$ cat src/pkg/pbm_pkg.sv
package pbm_pkg;

  // ----------------------------------------------------------------
  // Register indices and access port widths
  // ----------------------------------------------------------------
  localparam int          IDX_W       = 5;
  localparam int          DATA_W      = 16;
  localparam logic [4:0]  IDX_CONTROL = 5'h00;
  localparam logic [4:0]  IDX_STATUS  = 5'h01;

  // ----------------------------------------------------------------
  // Basic control field positions
  // ----------------------------------------------------------------
  localparam int CTL_SOFT_RESET = 15;
  localparam int CTL_LOOPBACK   = 14;
  localparam int CTL_SPEED_100  = 13;
  localparam int CTL_AN_ENABLE  = 12;
  localparam int CTL_POWER_DOWN = 11;
  localparam int CTL_AN_RESTART = 9;
  localparam int CTL_FULL_DUPLX = 8;
  localparam int CTL_COL_TEST   = 7;

  // ----------------------------------------------------------------
  // Basic status field positions and constant ability bits
  // ----------------------------------------------------------------
  localparam int           STS_AN_DONE    = 5;
  localparam int           STS_REM_FAULT  = 4;
  localparam int           STS_LINK_UP    = 2;
  localparam int           STS_JABBER     = 1;
  localparam logic [15:0]  STS_FIXED      = 16'h7809;
  localparam logic [15:0]  STS_FIXED_MASK = 16'hF809;
  localparam logic [15:0]  CTL_RSVD_MASK  = 16'h047F;

  // ----------------------------------------------------------------
  // Latched status slots
  // ----------------------------------------------------------------
  localparam int          LAT_N        = 3;
  localparam int          LAT_RFAULT   = 0;
  localparam int          LAT_LINK     = 1;
  localparam int          LAT_JABBER   = 2;
  localparam logic [2:0]  LAT_LOW_MASK = 3'h2;

  // ----------------------------------------------------------------
  // Timing
  // ----------------------------------------------------------------
  localparam int          CLK_HZ       = 20_000_000;
  localparam int          SRST_TIME_NS = 200;
  localparam int          SRST_CYCLES  =
    (SRST_TIME_NS * (CLK_HZ / 1_000_000) + 999) / 1000;
  localparam logic [3:0]  SRST_LAST    = 4'(SRST_CYCLES - 1);

  typedef enum logic [1:0] {
    PBM_ST_LOAD = 2'b00,
    PBM_ST_RUN  = 2'b01,
    PBM_ST_SRST = 2'b10
  } pbm_state_e;

endpackage : pbm_pkg

$ cat src/pkg/pbm_if.sv
interface pbm_if;
  logic [2:0] live;
  logic [2:0] held;
  logic       rd;
  logic       clr;

  modport regs  (output live, output rd, output clr, input held);
  modport latch (input live, input rd, input clr, output held);
endinterface : pbm_if

$ cat src/pbm_latch.sv
module pbm_latch (
  input  wire logic sys_clk_i,
  input  wire logic arst_n_i,
  pbm_if.latch      lat
);

  // ----------------------------------------------------------------
  // Latched status bits
  // ----------------------------------------------------------------
  for (genvar i = 0; i < pbm_pkg::LAT_N; i++) begin : g_bit
    logic q;

    always_ff @(posedge sys_clk_i or negedge arst_n_i) begin
      if (!arst_n_i) begin
        q <= 1'b0;
      end else if (lat.clr) begin
        q <= 1'b0;
      end else if (pbm_pkg::LAT_LOW_MASK[i]) begin
        // A drop is held until read; a read reloads the live level.
        q <= lat.rd ? lat.live[i] : (q & lat.live[i]);
      end else begin
        // An event in the read cycle survives the clear.
        q <= lat.live[i] | (q & ~lat.rd);
      end
    end

    assign lat.held[i] = q;
  end

endmodule : pbm_latch

$ cat src/pbm_regs.sv
// Operation
// - Registers are reached only through the indexed management port.
// - Decimal index selects a register; control at 0, status at 1.
// - Survive-soft-reset marking applies only to the control bit 15 reset.
// - Writing control bit 15 starts soft reset; bit clears itself.
// - Control bit 14 selects loopback; resets to zero.
// - Control bit 13 selects 100 Mbps; ignored while negotiation enabled.
// - Control bit 12 enables negotiation, overriding manual speed and duplex.
// - Speed and negotiation enable reset values come from the speed strap.
// - Control bit 11 powers down; negotiation done reads zero meanwhile.
// - Writing control bit 9 restarts negotiation; bit clears itself.
// - Control bit 7 enables collision test; bits 10 and 6-0 read zero.
// - Status bits 14 to 11 read one; bit 15 reads zero.
// - Status bit 5 shows negotiation complete; resets to zero.
// - Status bit 4 latches a remote fault high; resets to zero.
// - Status bits 3 and 0 always read one.
// - Status bit 2 shows link, latching low; resets to zero.
// - Status bit 1 latches jabber high; status bits 10-6 read zero.
module pbm_regs (
  input  wire logic        sys_clk_i,
  input  wire logic        arst_n_i,
  input  wire logic        mgmt_req_i,
  input  wire logic        mgmt_wr_i,
  input  wire logic [4:0]  mgmt_idx_i,
  input  wire logic [15:0] mgmt_wdata_i,
  output logic             mgmt_ack_o,
  output logic [15:0]      mgmt_rdata_o,
  input  wire logic        speed_strap_i,
  input  wire logic        link_up_i,
  input  wire logic        remote_fault_i,
  input  wire logic        jabber_i,
  input  wire logic        an_complete_i,
  output logic             soft_reset_o,
  output logic             loopback_o,
  output logic             an_enable_o,
  output logic             an_restart_o,
  output logic             force_speed_100_o,
  output logic             force_full_duplex_o,
  output logic             power_down_o,
  output logic             col_test_o
);

  // ----------------------------------------------------------------
  // Declarations
  // ----------------------------------------------------------------
  pbm_pkg::pbm_state_e state;
  logic [3:0]          srst_cnt;
  logic                loopback;
  logic                speed_100;
  logic                an_enable;
  logic                power_down;
  logic                full_duplex;
  logic                col_test;
  logic                an_done;
  logic                sel_ctrl;
  logic                sel_status;
  logic                wr_ctrl;
  logic                wr_ctrl_run;
  logic                rd_status;
  logic                rd_ctrl_q;
  logic                rd_status_q;
  logic [15:0]         ctrl_word;
  logic [15:0]         status_word;

  pbm_if lat_if ();

  // ----------------------------------------------------------------
  // Index decode
  // ----------------------------------------------------------------
  // The only path to the registers is this indexed port.
  assign sel_ctrl    = mgmt_idx_i == pbm_pkg::IDX_CONTROL;
  assign sel_status  = mgmt_idx_i == pbm_pkg::IDX_STATUS;
  assign wr_ctrl     = mgmt_req_i & mgmt_wr_i & sel_ctrl;
  assign wr_ctrl_run = wr_ctrl & (state == pbm_pkg::PBM_ST_RUN);
  assign rd_status   = mgmt_req_i & ~mgmt_wr_i & sel_status;

  // ----------------------------------------------------------------
  // Sequencer: strap load, run and soft reset
  // ----------------------------------------------------------------
  // The strap is sampled in the load state, one edge after reset release
  // and again after every soft reset.
  always_ff @(posedge sys_clk_i or negedge arst_n_i) begin
    if (!arst_n_i) begin
      state <= pbm_pkg::PBM_ST_LOAD;
    end else begin
      unique case (state)
        pbm_pkg::PBM_ST_LOAD: begin
          state <= pbm_pkg::PBM_ST_RUN;
        end
        pbm_pkg::PBM_ST_RUN: begin
          if (wr_ctrl && mgmt_wdata_i[pbm_pkg::CTL_SOFT_RESET]) begin
            state <= pbm_pkg::PBM_ST_SRST;
          end
        end
        pbm_pkg::PBM_ST_SRST: begin
          if (srst_cnt == pbm_pkg::SRST_LAST) begin
            state <= pbm_pkg::PBM_ST_LOAD;
          end
        end
        default: begin
          state <= pbm_pkg::PBM_ST_LOAD;
        end
      endcase
    end
  end

  always_ff @(posedge sys_clk_i or negedge arst_n_i) begin
    if (!arst_n_i) begin
      srst_cnt <= 4'h0;
    end else if (state == pbm_pkg::PBM_ST_SRST) begin
      srst_cnt <= srst_cnt + 4'h1;
    end else begin
      srst_cnt <= 4'h0;
    end
  end

  assign soft_reset_o = state == pbm_pkg::PBM_ST_SRST;

  // ----------------------------------------------------------------
  // Control fields
  // ----------------------------------------------------------------
  // No field of this register survives a soft reset, so the load state
  // restores every field.
  always_ff @(posedge sys_clk_i or negedge arst_n_i) begin
    if (!arst_n_i) begin
      loopback    <= 1'b0;
      speed_100   <= 1'b0;
      an_enable   <= 1'b0;
      power_down  <= 1'b0;
      full_duplex <= 1'b0;
      col_test    <= 1'b0;
    end else if (state == pbm_pkg::PBM_ST_LOAD) begin
      loopback    <= 1'b0;
      speed_100   <= speed_strap_i;
      an_enable   <= speed_strap_i;
      power_down  <= 1'b0;
      full_duplex <= 1'b0;
      col_test    <= 1'b0;
    end else if (wr_ctrl_run &&
                 !mgmt_wdata_i[pbm_pkg::CTL_SOFT_RESET]) begin
      // Reserved positions are simply not stored.
      loopback    <= mgmt_wdata_i[pbm_pkg::CTL_LOOPBACK];
      speed_100   <= mgmt_wdata_i[pbm_pkg::CTL_SPEED_100];
      an_enable   <= mgmt_wdata_i[pbm_pkg::CTL_AN_ENABLE];
      power_down  <= mgmt_wdata_i[pbm_pkg::CTL_POWER_DOWN];
      full_duplex <= mgmt_wdata_i[pbm_pkg::CTL_FULL_DUPLX];
      col_test    <= mgmt_wdata_i[pbm_pkg::CTL_COL_TEST];
    end
  end

  always_ff @(posedge sys_clk_i or negedge arst_n_i) begin
    if (!arst_n_i) begin
      an_restart_o <= 1'b0;
    end else begin
      an_restart_o <= wr_ctrl_run
                      & mgmt_wdata_i[pbm_pkg::CTL_AN_RESTART]
                      & ~mgmt_wdata_i[pbm_pkg::CTL_SOFT_RESET];
    end
  end

  assign loopback_o          = loopback;
  assign an_enable_o         = an_enable;
  assign power_down_o        = power_down;
  assign col_test_o          = col_test;
  // Manual speed and duplex reach the line only without negotiation.
  assign force_speed_100_o   = speed_100 & ~an_enable;
  assign force_full_duplex_o = full_duplex & ~an_enable;

  // ----------------------------------------------------------------
  // Negotiation complete
  // ----------------------------------------------------------------
  always_ff @(posedge sys_clk_i or negedge arst_n_i) begin
    if (!arst_n_i) begin
      an_done <= 1'b0;
    end else if (power_down || an_restart_o || !an_enable ||
                 state != pbm_pkg::PBM_ST_RUN) begin
      an_done <= 1'b0;
    end else begin
      an_done <= an_complete_i;
    end
  end

  // ----------------------------------------------------------------
  // Latched status conditions
  // ----------------------------------------------------------------
  assign lat_if.live[pbm_pkg::LAT_RFAULT] = remote_fault_i;
  assign lat_if.live[pbm_pkg::LAT_LINK]   = link_up_i;
  assign lat_if.live[pbm_pkg::LAT_JABBER] = jabber_i;
  assign lat_if.rd                        = rd_status;
  assign lat_if.clr                       = soft_reset_o;

  pbm_latch u_latch (
    .sys_clk_i (sys_clk_i),
    .arst_n_i  (arst_n_i),
    .lat       (lat_if.latch)
  );

  // ----------------------------------------------------------------
  // Read data
  // ----------------------------------------------------------------
  always_comb begin
    ctrl_word                               = 16'h0000;
    ctrl_word[pbm_pkg::CTL_SOFT_RESET]      = soft_reset_o;
    ctrl_word[pbm_pkg::CTL_LOOPBACK]        = loopback;
    ctrl_word[pbm_pkg::CTL_SPEED_100]       = speed_100;
    ctrl_word[pbm_pkg::CTL_AN_ENABLE]       = an_enable;
    ctrl_word[pbm_pkg::CTL_POWER_DOWN]      = power_down;
    ctrl_word[pbm_pkg::CTL_FULL_DUPLX]      = full_duplex;
    ctrl_word[pbm_pkg::CTL_COL_TEST]        = col_test;
  end

  always_comb begin
    status_word                        = pbm_pkg::STS_FIXED;
    status_word[pbm_pkg::STS_AN_DONE]  = an_done;
    status_word[pbm_pkg::STS_REM_FAULT] =
      lat_if.held[pbm_pkg::LAT_RFAULT];
    status_word[pbm_pkg::STS_LINK_UP]  =
      lat_if.held[pbm_pkg::LAT_LINK];
    status_word[pbm_pkg::STS_JABBER]   =
      lat_if.held[pbm_pkg::LAT_JABBER];
  end

  always_ff @(posedge sys_clk_i or negedge arst_n_i) begin
    if (!arst_n_i) begin
      mgmt_ack_o <= 1'b0;
    end else begin
      mgmt_ack_o <= mgmt_req_i;
    end
  end

  // Other populated indices live outside this block and read as zero.
  always_ff @(posedge sys_clk_i or negedge arst_n_i) begin
    if (!arst_n_i) begin
      mgmt_rdata_o <= 16'h0000;
    end else if (mgmt_req_i && !mgmt_wr_i && sel_ctrl) begin
      mgmt_rdata_o <= ctrl_word;
    end else if (rd_status) begin
      mgmt_rdata_o <= status_word;
    end else if (mgmt_req_i) begin
      mgmt_rdata_o <= 16'h0000;
    end
  end

  // ----------------------------------------------------------------
  // Checks
  // ----------------------------------------------------------------
  always_ff @(posedge sys_clk_i or negedge arst_n_i) begin
    if (!arst_n_i) begin
      rd_ctrl_q   <= 1'b0;
      rd_status_q <= 1'b0;
    end else begin
      rd_ctrl_q   <= mgmt_req_i & ~mgmt_wr_i & sel_ctrl;
      rd_status_q <= rd_status;
    end
  end

  a_ack_next_cycle: assert property (
    @(posedge sys_clk_i) disable iff (!arst_n_i)
    mgmt_req_i |=> mgmt_ack_o
  ) else $error("management request not acknowledged");

  a_srst_length: assert property (
    @(posedge sys_clk_i) disable iff (!arst_n_i)
    wr_ctrl_run && mgmt_wdata_i[15]
    |=> soft_reset_o [*4] ##1 !soft_reset_o
  ) else $error("soft reset length wrong");

  a_strap_reload: assert property (
    @(posedge sys_clk_i) disable iff (!arst_n_i)
    state == pbm_pkg::PBM_ST_LOAD
    |=> an_enable_o == $past(speed_strap_i)
  ) else $error("negotiation enable not loaded from strap");

  a_restart_pulse: assert property (
    @(posedge sys_clk_i) disable iff (!arst_n_i)
    wr_ctrl_run && mgmt_wdata_i[9] && !mgmt_wdata_i[15]
    |=> an_restart_o ##1 !an_restart_o
  ) else $error("restart not a single pulse");

  a_loopback_write: assert property (
    @(posedge sys_clk_i) disable iff (!arst_n_i)
    wr_ctrl_run && !mgmt_wdata_i[15]
    |=> loopback_o == $past(mgmt_wdata_i[14])
  ) else $error("loopback write not taken");

  a_manual_ignored: assert property (
    @(posedge sys_clk_i) disable iff (!arst_n_i)
    an_enable_o |-> !force_speed_100_o && !force_full_duplex_o
  ) else $error("manual mode active under negotiation");

  a_status_fixed: assert property (
    @(posedge sys_clk_i) disable iff (!arst_n_i)
    rd_status_q |-> (mgmt_rdata_o & pbm_pkg::STS_FIXED_MASK)
                    == pbm_pkg::STS_FIXED && mgmt_rdata_o[10:6] == 5'h00
  ) else $error("status ability bits wrong");

  a_ctrl_reserved: assert property (
    @(posedge sys_clk_i) disable iff (!arst_n_i)
    rd_ctrl_q |-> (mgmt_rdata_o & pbm_pkg::CTL_RSVD_MASK) == 16'h0000
  ) else $error("control reserved bits not zero");

  a_jabber_held: assert property (
    @(posedge sys_clk_i) disable iff (!arst_n_i)
    jabber_i && !soft_reset_o ##1 rd_status && !soft_reset_o
    |=> mgmt_rdata_o[1]
  ) else $error("jabber event lost");

  a_link_drop_held: assert property (
    @(posedge sys_clk_i) disable iff (!arst_n_i)
    !link_up_i ##1 rd_status |=> !mgmt_rdata_o[2]
  ) else $error("link drop not held low");

  a_pdown_no_done: assert property (
    @(posedge sys_clk_i) disable iff (!arst_n_i)
    power_down_o |=> !an_done
  ) else $error("negotiation complete during power down");

  a_srst_keeps_fields: assert property (
    @(posedge sys_clk_i) disable iff (!arst_n_i)
    wr_ctrl_run && mgmt_wdata_i[pbm_pkg::CTL_SOFT_RESET]
    |=> $stable(loopback_o) && $stable(power_down_o) && $stable(col_test_o)
  ) else $error("soft reset write changed other control bits");

  a_load_defaults: assert property (
    @(posedge sys_clk_i) disable iff (!arst_n_i)
    state == pbm_pkg::PBM_ST_LOAD
    |=> !loopback_o && !power_down_o && !col_test_o && !full_duplex
  ) else $error("control fields not restored after reset");

  a_speed_strap: assert property (
    @(posedge sys_clk_i) disable iff (!arst_n_i)
    state == pbm_pkg::PBM_ST_LOAD
    |=> speed_100 == $past(speed_strap_i)
  ) else $error("speed select not loaded from strap");

  a_other_idx_zero: assert property (
    @(posedge sys_clk_i) disable iff (!arst_n_i)
    mgmt_req_i && !mgmt_wr_i && !sel_ctrl && !sel_status
    |=> mgmt_rdata_o == 16'h0000
  ) else $error("unpopulated index read not zero");

  a_srst_reads_one: assert property (
    @(posedge sys_clk_i) disable iff (!arst_n_i)
    mgmt_req_i && !mgmt_wr_i && sel_ctrl && soft_reset_o
    |=> mgmt_rdata_o[pbm_pkg::CTL_SOFT_RESET]
  ) else $error("reset bit not shown during soft reset");

endmodule : pbm_regs

$ cat config.mk
export PLATFORM = sky130hd
export DESIGN_NAME = pbm_regs
export DESIGN_NICKNAME = d
export VERILOG_FILES = /design/src/pkg/pbm_pkg.sv /design/src/pkg/pbm_if.sv /design/src/pbm_latch.sv /design/src/pbm_regs.sv
export SDC_FILE = /design/constraint.sdc
export NUM_CORES = 1
export LEC_CHECK = 0
export ABC_AREA = 1
export BUFFER_PORTS_ARGS = -buffer_cell sky130_fd_sc_hd__buf_2
export CAP_MARGIN = 5
export CORE_MARGIN = 5
export CORE_UTILIZATION = 50
export DETAILED_ROUTE_END_ITERATION = 7
export GPL_TIMING_DRIVEN = 1
export PLACE_DENSITY = 0.82
export SYNTH_ARGS = -nofsm -noshare
export SYNTH_HDL_FRONTEND = slang
export SYNTH_SLANG_ARGS = --single-unit
$ cat constraint.sdc
create_clock -name sys_clk_i -period 3.4 [get_ports sys_clk_i]
set_clock_uncertainty 0.1 [all_clocks]
set_input_delay 0.34 -clock sys_clk_i [delete_from_list [all_inputs] [get_ports sys_clk_i]]
set_output_delay 0.34 -clock sys_clk_i [all_outputs]
set_load 0.05 [all_outputs]
==> flow_summary_export.csv, run 1 <==
group,metric,value,unit
run_status,run_status,"complete, no violations",
worst_setup_path,crit_slowest_cell,"sky130_fd_sc_hd__dfrtp_1",
worst_setup_path,worstPathArrival,1.24,ns
place,dpl_cell_area,0.00159,mm^2
floorplanning,die_x,62.2,um
worst_setup_path,critical_path.startpoint_type,"flop",
clock_tree,clock_slew_seen_by_the_registers_of_the_worst_setup_and_hold_paths,0.10,ns
routing,dr_total_vias,1132,
routing,route.detailed.vias_per_inst,4.76,
routing,drt-wirelength-per-cell,11.4,um
worst_setup_path,critPathTopFamily,"flip-flops",
worst_setup_path,worst-endpoint-required,2.96,ns
flow_run,max_cap_viol_count,0,
worst_setup_path,crit_fanout,5,
synth,syn_inst,158,
clock_tree,cts.root.buffer_cell,"sky130_fd_sc_hd__clkbuf_4",
clock_tree,cts_buffer_count,5,
finish,antenna_cells,0,
floorplanning,die_height,62.2,um
global_routing,first_global_vias,1127,
hold_path,timing.hold.worst_path_depth,1,
timing,fin_crit,1.68,ns
worst_setup_path,timing.critical_path.buf_inv,1,
routing,detail_route.wirelength,2720,um
clock_tree,cts_tree,"built",
power_and_ir_drop,pwr_density_cell,486,mW/mm^2
hold_path,holdCritStartpoint,"mgmt_req_i",
finish,areaGrowthSynthToFinish,21.9,%
place,detailedPlacementHpwl,2070,um
clock_tree,clk-insertion-delay-late,0.33,ns
timing,clock.fmax,594,MHz
hold_path,min-delay-path-class,"input pin to flop",
synth,async_flop_share,100,%
timing,drv_slew,0,
floorplanning,core_region_area,0.00269,mm^2
worst_setup_path,critical_path.endpoint_type,"output port",
finish,final_cell_area,0.00166,mm^2
finish,layout.area.seq,751,um^2
worst_setup_path,worst_r2r_endpoint,"state[1]$_DFFE_PN0P_",
global_routing,grt_max_degree,31,
worst_setup_path,worst-r2r-cell-count,5,
synth,post_synth_most_frequent_cells,"sky130_fd_sc_hd__nand2_1, sky130_fd_sc_hd__dfrtp_1, sky130_fd_sc_hd__nand3_1",
hold_path,holdPathEnd,"mgmt_ack_o$_DFF_PN0_",
synth,synth_warnings,0,
global_routing,groute.usage.overall,15.8,%
floorplanning,initial_utilization,50.7,%
finish,layout_cell_share_with_drive_strength_beyond_1,31.4,%
worst_setup_path,crit_path_cell_trace,"nor2_2 > buf_2",
synth,synth_top_flop_cell,"sky130_fd_sc_hd__dfrtp_1",
synth,synth_enable_flop_cells,0,
place,port_buffers,43,
routing,drc_errors_left,0,
worst_setup_path,setup.worst_path.class,"flop to output port",
synth,synth_sequential_area_ratio,55.1,%
timing,min_period_over_period,49.5,%
synth,synth_top_cell_by_area,"sky130_fd_sc_hd__dfrtp_1",
place,place_congestion,0.811,
floorplanning,core.rowCount,19,
timing,grt_setup_unrepaired,"false",
power_and_ir_drop,ir_worst_vdd,0.425,mV
clock_tree,post_cts_setup_repair_bufs,0,
timing,finalSetupTns,0,ns
global_routing,antenna_found_initial,0,
synth,count_of_state_elements_after_synthesis,30,
synth,synth.lib_cells_used.distinct,21,
worst_setup_path,critical_path.max_stage_delay,0.41,ns
clock_tree,clock_tree.buffer_depth,2,
global_routing,global_route.overflow_total,0,
synth,synthMostInstantiatedCell,"sky130_fd_sc_hd__nand2_1",
power_and_ir_drop,p_leak,0.974,nW
synth,synth.top_cells.by_area,"sky130_fd_sc_hd__dfrtp_1, sky130_fd_sc_hd__nand2_1, sky130_fd_sc_hd__nand3_1",
finish,fillCellCount,235,
floorplanning,die_area,0.00387,mm^2
synth,syn_area_per_cell,8.62,um^2
timing,number_of_hold_slack_violations_in_the_final_timing_report,0,
clock_tree,tritoncts_num_sinks,30,
worst_setup_path,regToRegSetupSlack,2.09,ns
global_routing,first_pass_grt_wire_length,4930,um
synth,syn-cell-area,0.00136,mm^2
timing,max_slew.worst_pin.slew,0.648,ns
clock_tree,clock_tree.htree_level_count,2,
clock_tree,post_cts_resized,0,
routing,drt_iter0_drc,10,
clock_tree,cts_hold_buf,1,
worst_setup_path,worst_r2r_startpoint,"srst_cnt[0]$_DFF_PN0_",
finish,nNetsFinal,237,
timing,setup-violations-final,0,
routing,drt_first_pass_iters,4,
floorplanning,io_pins,55,
finish,multi_input_area,510,um^2
synth,post-synth-top-area-fraction,55.1,%
timing,slew-limit-headroom,56.8,%
routing,detail-route-antenna-nets,0,
-- cells in the final DEF (no fill, tap or decap), drive strengths merged, types with 3 or more instances in the layout --
cell    count
o21ai       4
inv        20
nor3        3
buf        43
a21oi       4
nand2      51
clkbuf      7
conb        3
nor2       15
nand3      22
dfrtp      30
-- layout make-up --
| class | count | area share, % |
|---|---|---|
| Clock buffer | 7 | 3.32 |
| Clock inverter | 1 | 0.301 |
| Inverter | 20 | 4.52 |
| Multi-Input combinational cell | 105 | 30.7 |
| Sequential cell | 30 | 45.2 |
| Tap cell | 31 | 2.34 |
| Timing Repair Buffer | 44 | 13.6 |
-- report_power, final --
| group | internal, W | switching, W | total (W) |
|---|---|---|---|
| Sequential | 0.000380 | 0.0000225 | 0.000402 |
| Clock | 0.000100 | 0.000119 | 0.000219 |
| Combinational | 0.0000463 | 0.000139 | 0.000185 |
| Total | 0.000526 | 0.000281 | 0.000807 |
-- stage by stage --
stage	std cells	util [%]	total power [W]	setup slack [ns]	hold WS [ns]
global route	238	61.8	0.000856	1.60	0.0537
finish	238	61.8	0.000807	1.72	0.0809
CTS	238	61.8	0.000814	1.70	0.0712
global placement	229	59.2	0.000592	2.06	0.300
floorplan	160	-	0.000541	1.63	-0.0556
detailed placement	229	59.2	0.000594	2.05	0.301
-- state kept, by name (all words and copies together) (netlist names) --
name,count
speed_100,1
u_latch.g_bit.q,3
mgmt_ack_o,1
an_restart_o,1
mgmt_rdata_o,12
an_done,1
col_test_o,1
loopback_o,1
an_enable_o,1
power_down_o,1
full_duplex,1
state,2
srst_cnt,4
-- metal layers --
| metal | wire, um | vias up | global-route usage (%) |
|---|---|---|---|
| met5 | 0 | - | 0 |
| met4 | 46 | 0 | 6.50 |
| met3 | 171 | 6 | 6.67 |
| met2 | 1270 | 28 | 24.6 |
| met1 | 1230 | 517 | 19.2 |
| li1 | - | 581 | - |
-- cells by family (layout without fill, tap and decap cells) --
logic type | Yosys count | in the layout | synth area share, %
compound gates | 8 | 8 | 2.94
other cells | 1 | 3 | 0.275
buf+inv | 25 | 72 | 7.99
flops | 30 | 30 | 55.1
simple gates | 92 | 92 | 32.1
xor+xnor | 1 | 1 | 0.643
fa+ha+maj | 1 | 1 | 0.918
-- worst max path at each step --
stage,cells after the start,to,slack [ns],startpoint
finish,2,soft_reset_o,1.72,state[0]$_DFFE_PN0P_
global route,2,soft_reset_o,1.60,state[0]$_DFFE_PN0P_
CTS,2,soft_reset_o,1.70,state[0]$_DFFE_PN0P_
detailed placement,7,u_latch.g_bit[2].q$_DFF_PN0_,2.05,mgmt_idx_i[3]
global placement,7,u_latch.g_bit[2].q$_DFF_PN0_,2.06,mgmt_idx_i[2]
floorplan,1,force_full_duplex_o,1.63,an_enable_o$_DFFE_PN0P_
Note: power is estimated with default switching activity, not from simulation.
==> inputs of run 2 (changes only) <==
- ABC_AREA: 1 -> 0
- CORE_UTILIZATION: 50 -> 42
- PLACE_DENSITY: 0.82 -> 0.74
- clock period: 3.4 -> 1.43 ns (I/O delays scaled with it)
==> flow_summary_export.csv, run 2 <==
group,metric,value,unit
global_routing,groute.usage.overall,16.0,%
worst_setup_path,worstPathArrival,1.16,ns
worst_setup_path,worst-r2r-cell-count,4,
worst_setup_path,crit_fanout,3,
power_and_ir_drop,ir_worst_vdd,0.634,mV
synth,synth_warnings,0,
synth,synth_enable_flop_cells,0,
timing,clock.fmax,714,MHz
synth,synth.lib_cells_used.distinct,36,
global_routing,first_global_vias,1180,
synth,async_flop_share,100,%
worst_setup_path,regToRegSetupSlack,0.04,ns
worst_setup_path,critical_path.startpoint_type,"flop",
floorplanning,die_area,0.00446,mm^2
clock_tree,clock_tree.buffer_depth,2,
power_and_ir_drop,part_of_the_power_in_combinational_logic,14.7,%
synth,syn-cell-area,0.00136,mm^2
hold_path,holdCritStartpoint,"mgmt_idx_i[0]",
synth,synth_sequential_area_ratio,55.4,%
timing,grt_setup_unrepaired,"true",
clock_tree,tritoncts_num_sinks,30,
synth,synth.top_cells.by_area,"sky130_fd_sc_hd__dfrtp_1, sky130_fd_sc_hd__mux2_2, sky130_fd_sc_hd__nor2b_1",
worst_setup_path,critical_path.max_stage_delay,0.41,ns
synth,synth_top_cell_by_area,"sky130_fd_sc_hd__dfrtp_1",
power_and_ir_drop,pwr_density_cell,864,mW/mm^2
worst_setup_path,worst_r2r_startpoint,"state[0]$_DFFE_PN0P_",
timing,setup-violations-final,0,
timing,max_slew.worst_pin.slew,0.646,ns
routing,drt_iter0_drc,28,
finish,largest_register,"mgmt_rdata_o",
routing,drc_errors_left,0,
global_routing,antenna_found_initial,0,
routing,drt-wirelength-per-cell,13.9,um
clock_tree,cts_buffer_count,5,
hold_path,min-delay-path-class,"input pin to flop",
timing,number_of_hold_slack_violations_in_the_final_timing_report,0,
finish,layout_cell_share_with_drive_strength_beyond_1,41.8,%
finish,layout.cells.most_common,"sky130_fd_sc_hd__buf_2",
power_and_ir_drop,part_of_the_total_power_dissipated_in_sequential_elements,54.0,%
finish,finalCoreUtilization,60.9,%
finish,most-common-layout-cells,"sky130_fd_sc_hd__buf_2, sky130_fd_sc_hd__dfrtp_1, sky130_fd_sc_hd__dlygate4sd3_1",
hold_path,timing.hold.worst_path_depth,3,
clock_tree,clock_slew_seen_by_the_registers_of_the_worst_setup_and_hold_paths,0.09,ns
place,dpl_cell_area,0.00164,mm^2
routing,detail_route.wirelength,3150,um
clock_tree,clk-insertion-delay-late,0.32,ns
finish,final_cell_area,0.00187,mm^2
finish,biggestRegsByFlops,"mgmt_rdata_o: 12 flops, srst_cnt: 4 flops, u_latch.g_bit.q: 3 flops",
finish,nNetsFinal,212,
floorplanning,io_pins,55,
finish,antenna_cells,0,
timing,min_period_over_period,98.0,%
clock_tree,cts_tree,"built",
worst_setup_path,crit_slowest_cell,"sky130_fd_sc_hd__dfrtp_2",
synth,count_of_state_elements_after_synthesis,30,
flow_run,max_cap_viol_count,0,
synth,post_synth_most_frequent_cells,"sky130_fd_sc_hd__dfrtp_1, sky130_fd_sc_hd__nor2_1, sky130_fd_sc_hd__inv_1, sky130_fd_sc_hd__nor2b_1, sky130_fd_sc_hd__nand2_1",
floorplanning,initial_utilization,44.0,%
global_routing,first_pass_grt_wire_length,5280,um
clock_tree,cts.root.buffer_cell,"sky130_fd_sc_hd__clkbuf_4",
synth,syn_inst,113,
routing,route.detailed.vias_per_inst,4.87,
timing,fin_crit,1.40,ns
power_and_ir_drop,power.switching_fraction,26.3,%
floorplanning,die_height,66.8,um
floorplanning,core.rowCount,20,
worst_setup_path,critical_path.endpoint_type,"output port",
hold_path,holdPathEnd,"mgmt_rdata_o[11]$_DFFE_PN0P_",
place,detailedPlacementHpwl,2240,um
timing,slew-limit-headroom,57.0,%
floorplanning,core_region_area,0.00308,mm^2
power_and_ir_drop,power.internal,0.00119,W
synth,synth_top_flop_cell,"sky130_fd_sc_hd__dfrtp_1",
synth,syn_area_per_cell,12.0,um^2
routing,drt_first_pass_iters,4,
synth,post-synth-top-area-fraction,55.4,%
global_routing,grt_max_degree,31,
power_and_ir_drop,p_leak,0.985,nW
finish,areaGrowthSynthToFinish,38.3,%
global_routing,global_route.overflow_total,0,
finish,largest_reg_flops,12,
clock_tree,clock_tree.htree_level_count,2,
timing,worst_hold_slack,0.0630,ns
synth,synthMostInstantiatedCell,"sky130_fd_sc_hd__dfrtp_1",
power_and_ir_drop,switchingPower,0.000426,W
timing,drv_slew,0,
worst_setup_path,setup.worst_path.class,"flop to output port",
worst_setup_path,worst_r2r_endpoint,"power_down_o$_DFFE_PN0P_",
floorplanning,die_x,66.8,um
routing,detail-route-antenna-nets,0,
power_and_ir_drop,power.share.clock,31.4,%
run_status,run_status,"complete, no violations",
worst_setup_path,crit_path_cell_trace,"nand2b_2 > inv_2 > buf_8",
place,port_buffers,43,
place,place_congestion,0.811,
worst_setup_path,worst-endpoint-required,1.19,ns
routing,dr_total_vias,1101,
==> run 2: cell types whose count changed in the layout (fill, tap and decap cells not counted), moves of 4 or more <==
cell                            change
sky130_fd_sc_hd__nand2_1           -39
sky130_fd_sc_hd__mux2_2             +4
sky130_fd_sc_hd__buf_4             +11
sky130_fd_sc_hd__nor2b_1            +7
sky130_fd_sc_hd__nand2_2            -6
sky130_fd_sc_hd__a21oi_1            -4
sky130_fd_sc_hd__o2bb2ai_1          +5
sky130_fd_sc_hd__dlygate4sd3_1     +13
sky130_fd_sc_hd__inv_1             -12
sky130_fd_sc_hd__a22o_1             +4
sky130_fd_sc_hd__nand3_1           -20
==> run 2: worst max-delay path: cells and delay by family, from the launching register on <==
family	cells	cell delay [ns]
AND/OR/NAND/NOR	1	0.21
buffers and inverters	2	0.22
flip-flops	1	0.41
==> run 2: logic make-up after synthesis <==
| group | synth area share (%) |
|---|---|
| AND/OR/NAND/NOR | 19.6 |
| flip-flops | 55.4 |
| AO/OA/AOI/OAI | 13.5 |
| buffers and inverters | 5.73 |
| multiplexers | 3.32 |
| XOR/XNOR | 1.29 |
| adder cells (fa/ha/maj) | 0.923 |
| other | 0.277 |
==> run 2: power groups by stage <==
stage	clock network (W)	logic, W	registers, W
global route	0.000564	0.000256	0.000876
global placement	0	0.000199	0.000890
finish	0.000508	0.000237	0.000874
CTS	0.000529	0.000236	0.000874
detailed placement	0	0.000204	0.000891
floorplan	0	0.0000879	0.000927
==> run 2: what timing repair did <==
action | 4_1_cts | 5_1_grt
gates cloned | 0 | 0
endpoints found under the setup margin | 3 | 7
pin swaps | 0 | 2
endpoints found under the hold margin | 44 | 0
hold buffers | 14 | 0
gates resized for setup | 7 | 4
buffers inserted | 1 | 0
==> run 2: how the worst max path moves through the flow <==
stage	from	endpoint
3_5_place_dp	state[1]$_DFFE_PN0P_	an_enable_o$_DFFE_PN0P_
3_3_place_gp	state[1]$_DFFE_PN0P_	col_test_o$_DFFE_PN0P_
5_1_grt	state[0]$_DFFE_PN0P_	soft_reset_o
2_1_floorplan	an_enable_o$_DFFE_PN0P_	force_full_duplex_o
6_report	state[0]$_DFFE_PN0P_	soft_reset_o
4_1_cts	state[0]$_DFFE_PN0P_	soft_reset_o
==> run 2: final cells by class <==
type	count	area, um^2
timing repair buffer	66	438
clock inverter	1	5.00
tap	44	55.1
clock buffer	7	55.1
inverter	7	26.3
sequential	30	754
fill	257	1200
multi-input combinational	71	541
==> run 2: metal layers <==
layer  global-route usage (%)  part of all wire [%]
met1                     18.6                    42
met2                     26.4                    49
met3                     3.54                   5.9
met4                     10.4                   3.2
met5                        0                     0
==> run 2: stage by stage <==
stage               setup slack [ns]  TNS [ns]  power [W]  cells
floorplan                     -0.184    -0.368    0.00101    115
global placement              0.0981         0    0.00109    203
detailed placement            0.0506         0    0.00109    203
CTS                          0.00682         0    0.00164    226
global route                 -0.0272   -0.0587    0.00170    226
finish                        0.0293         0    0.00162    226
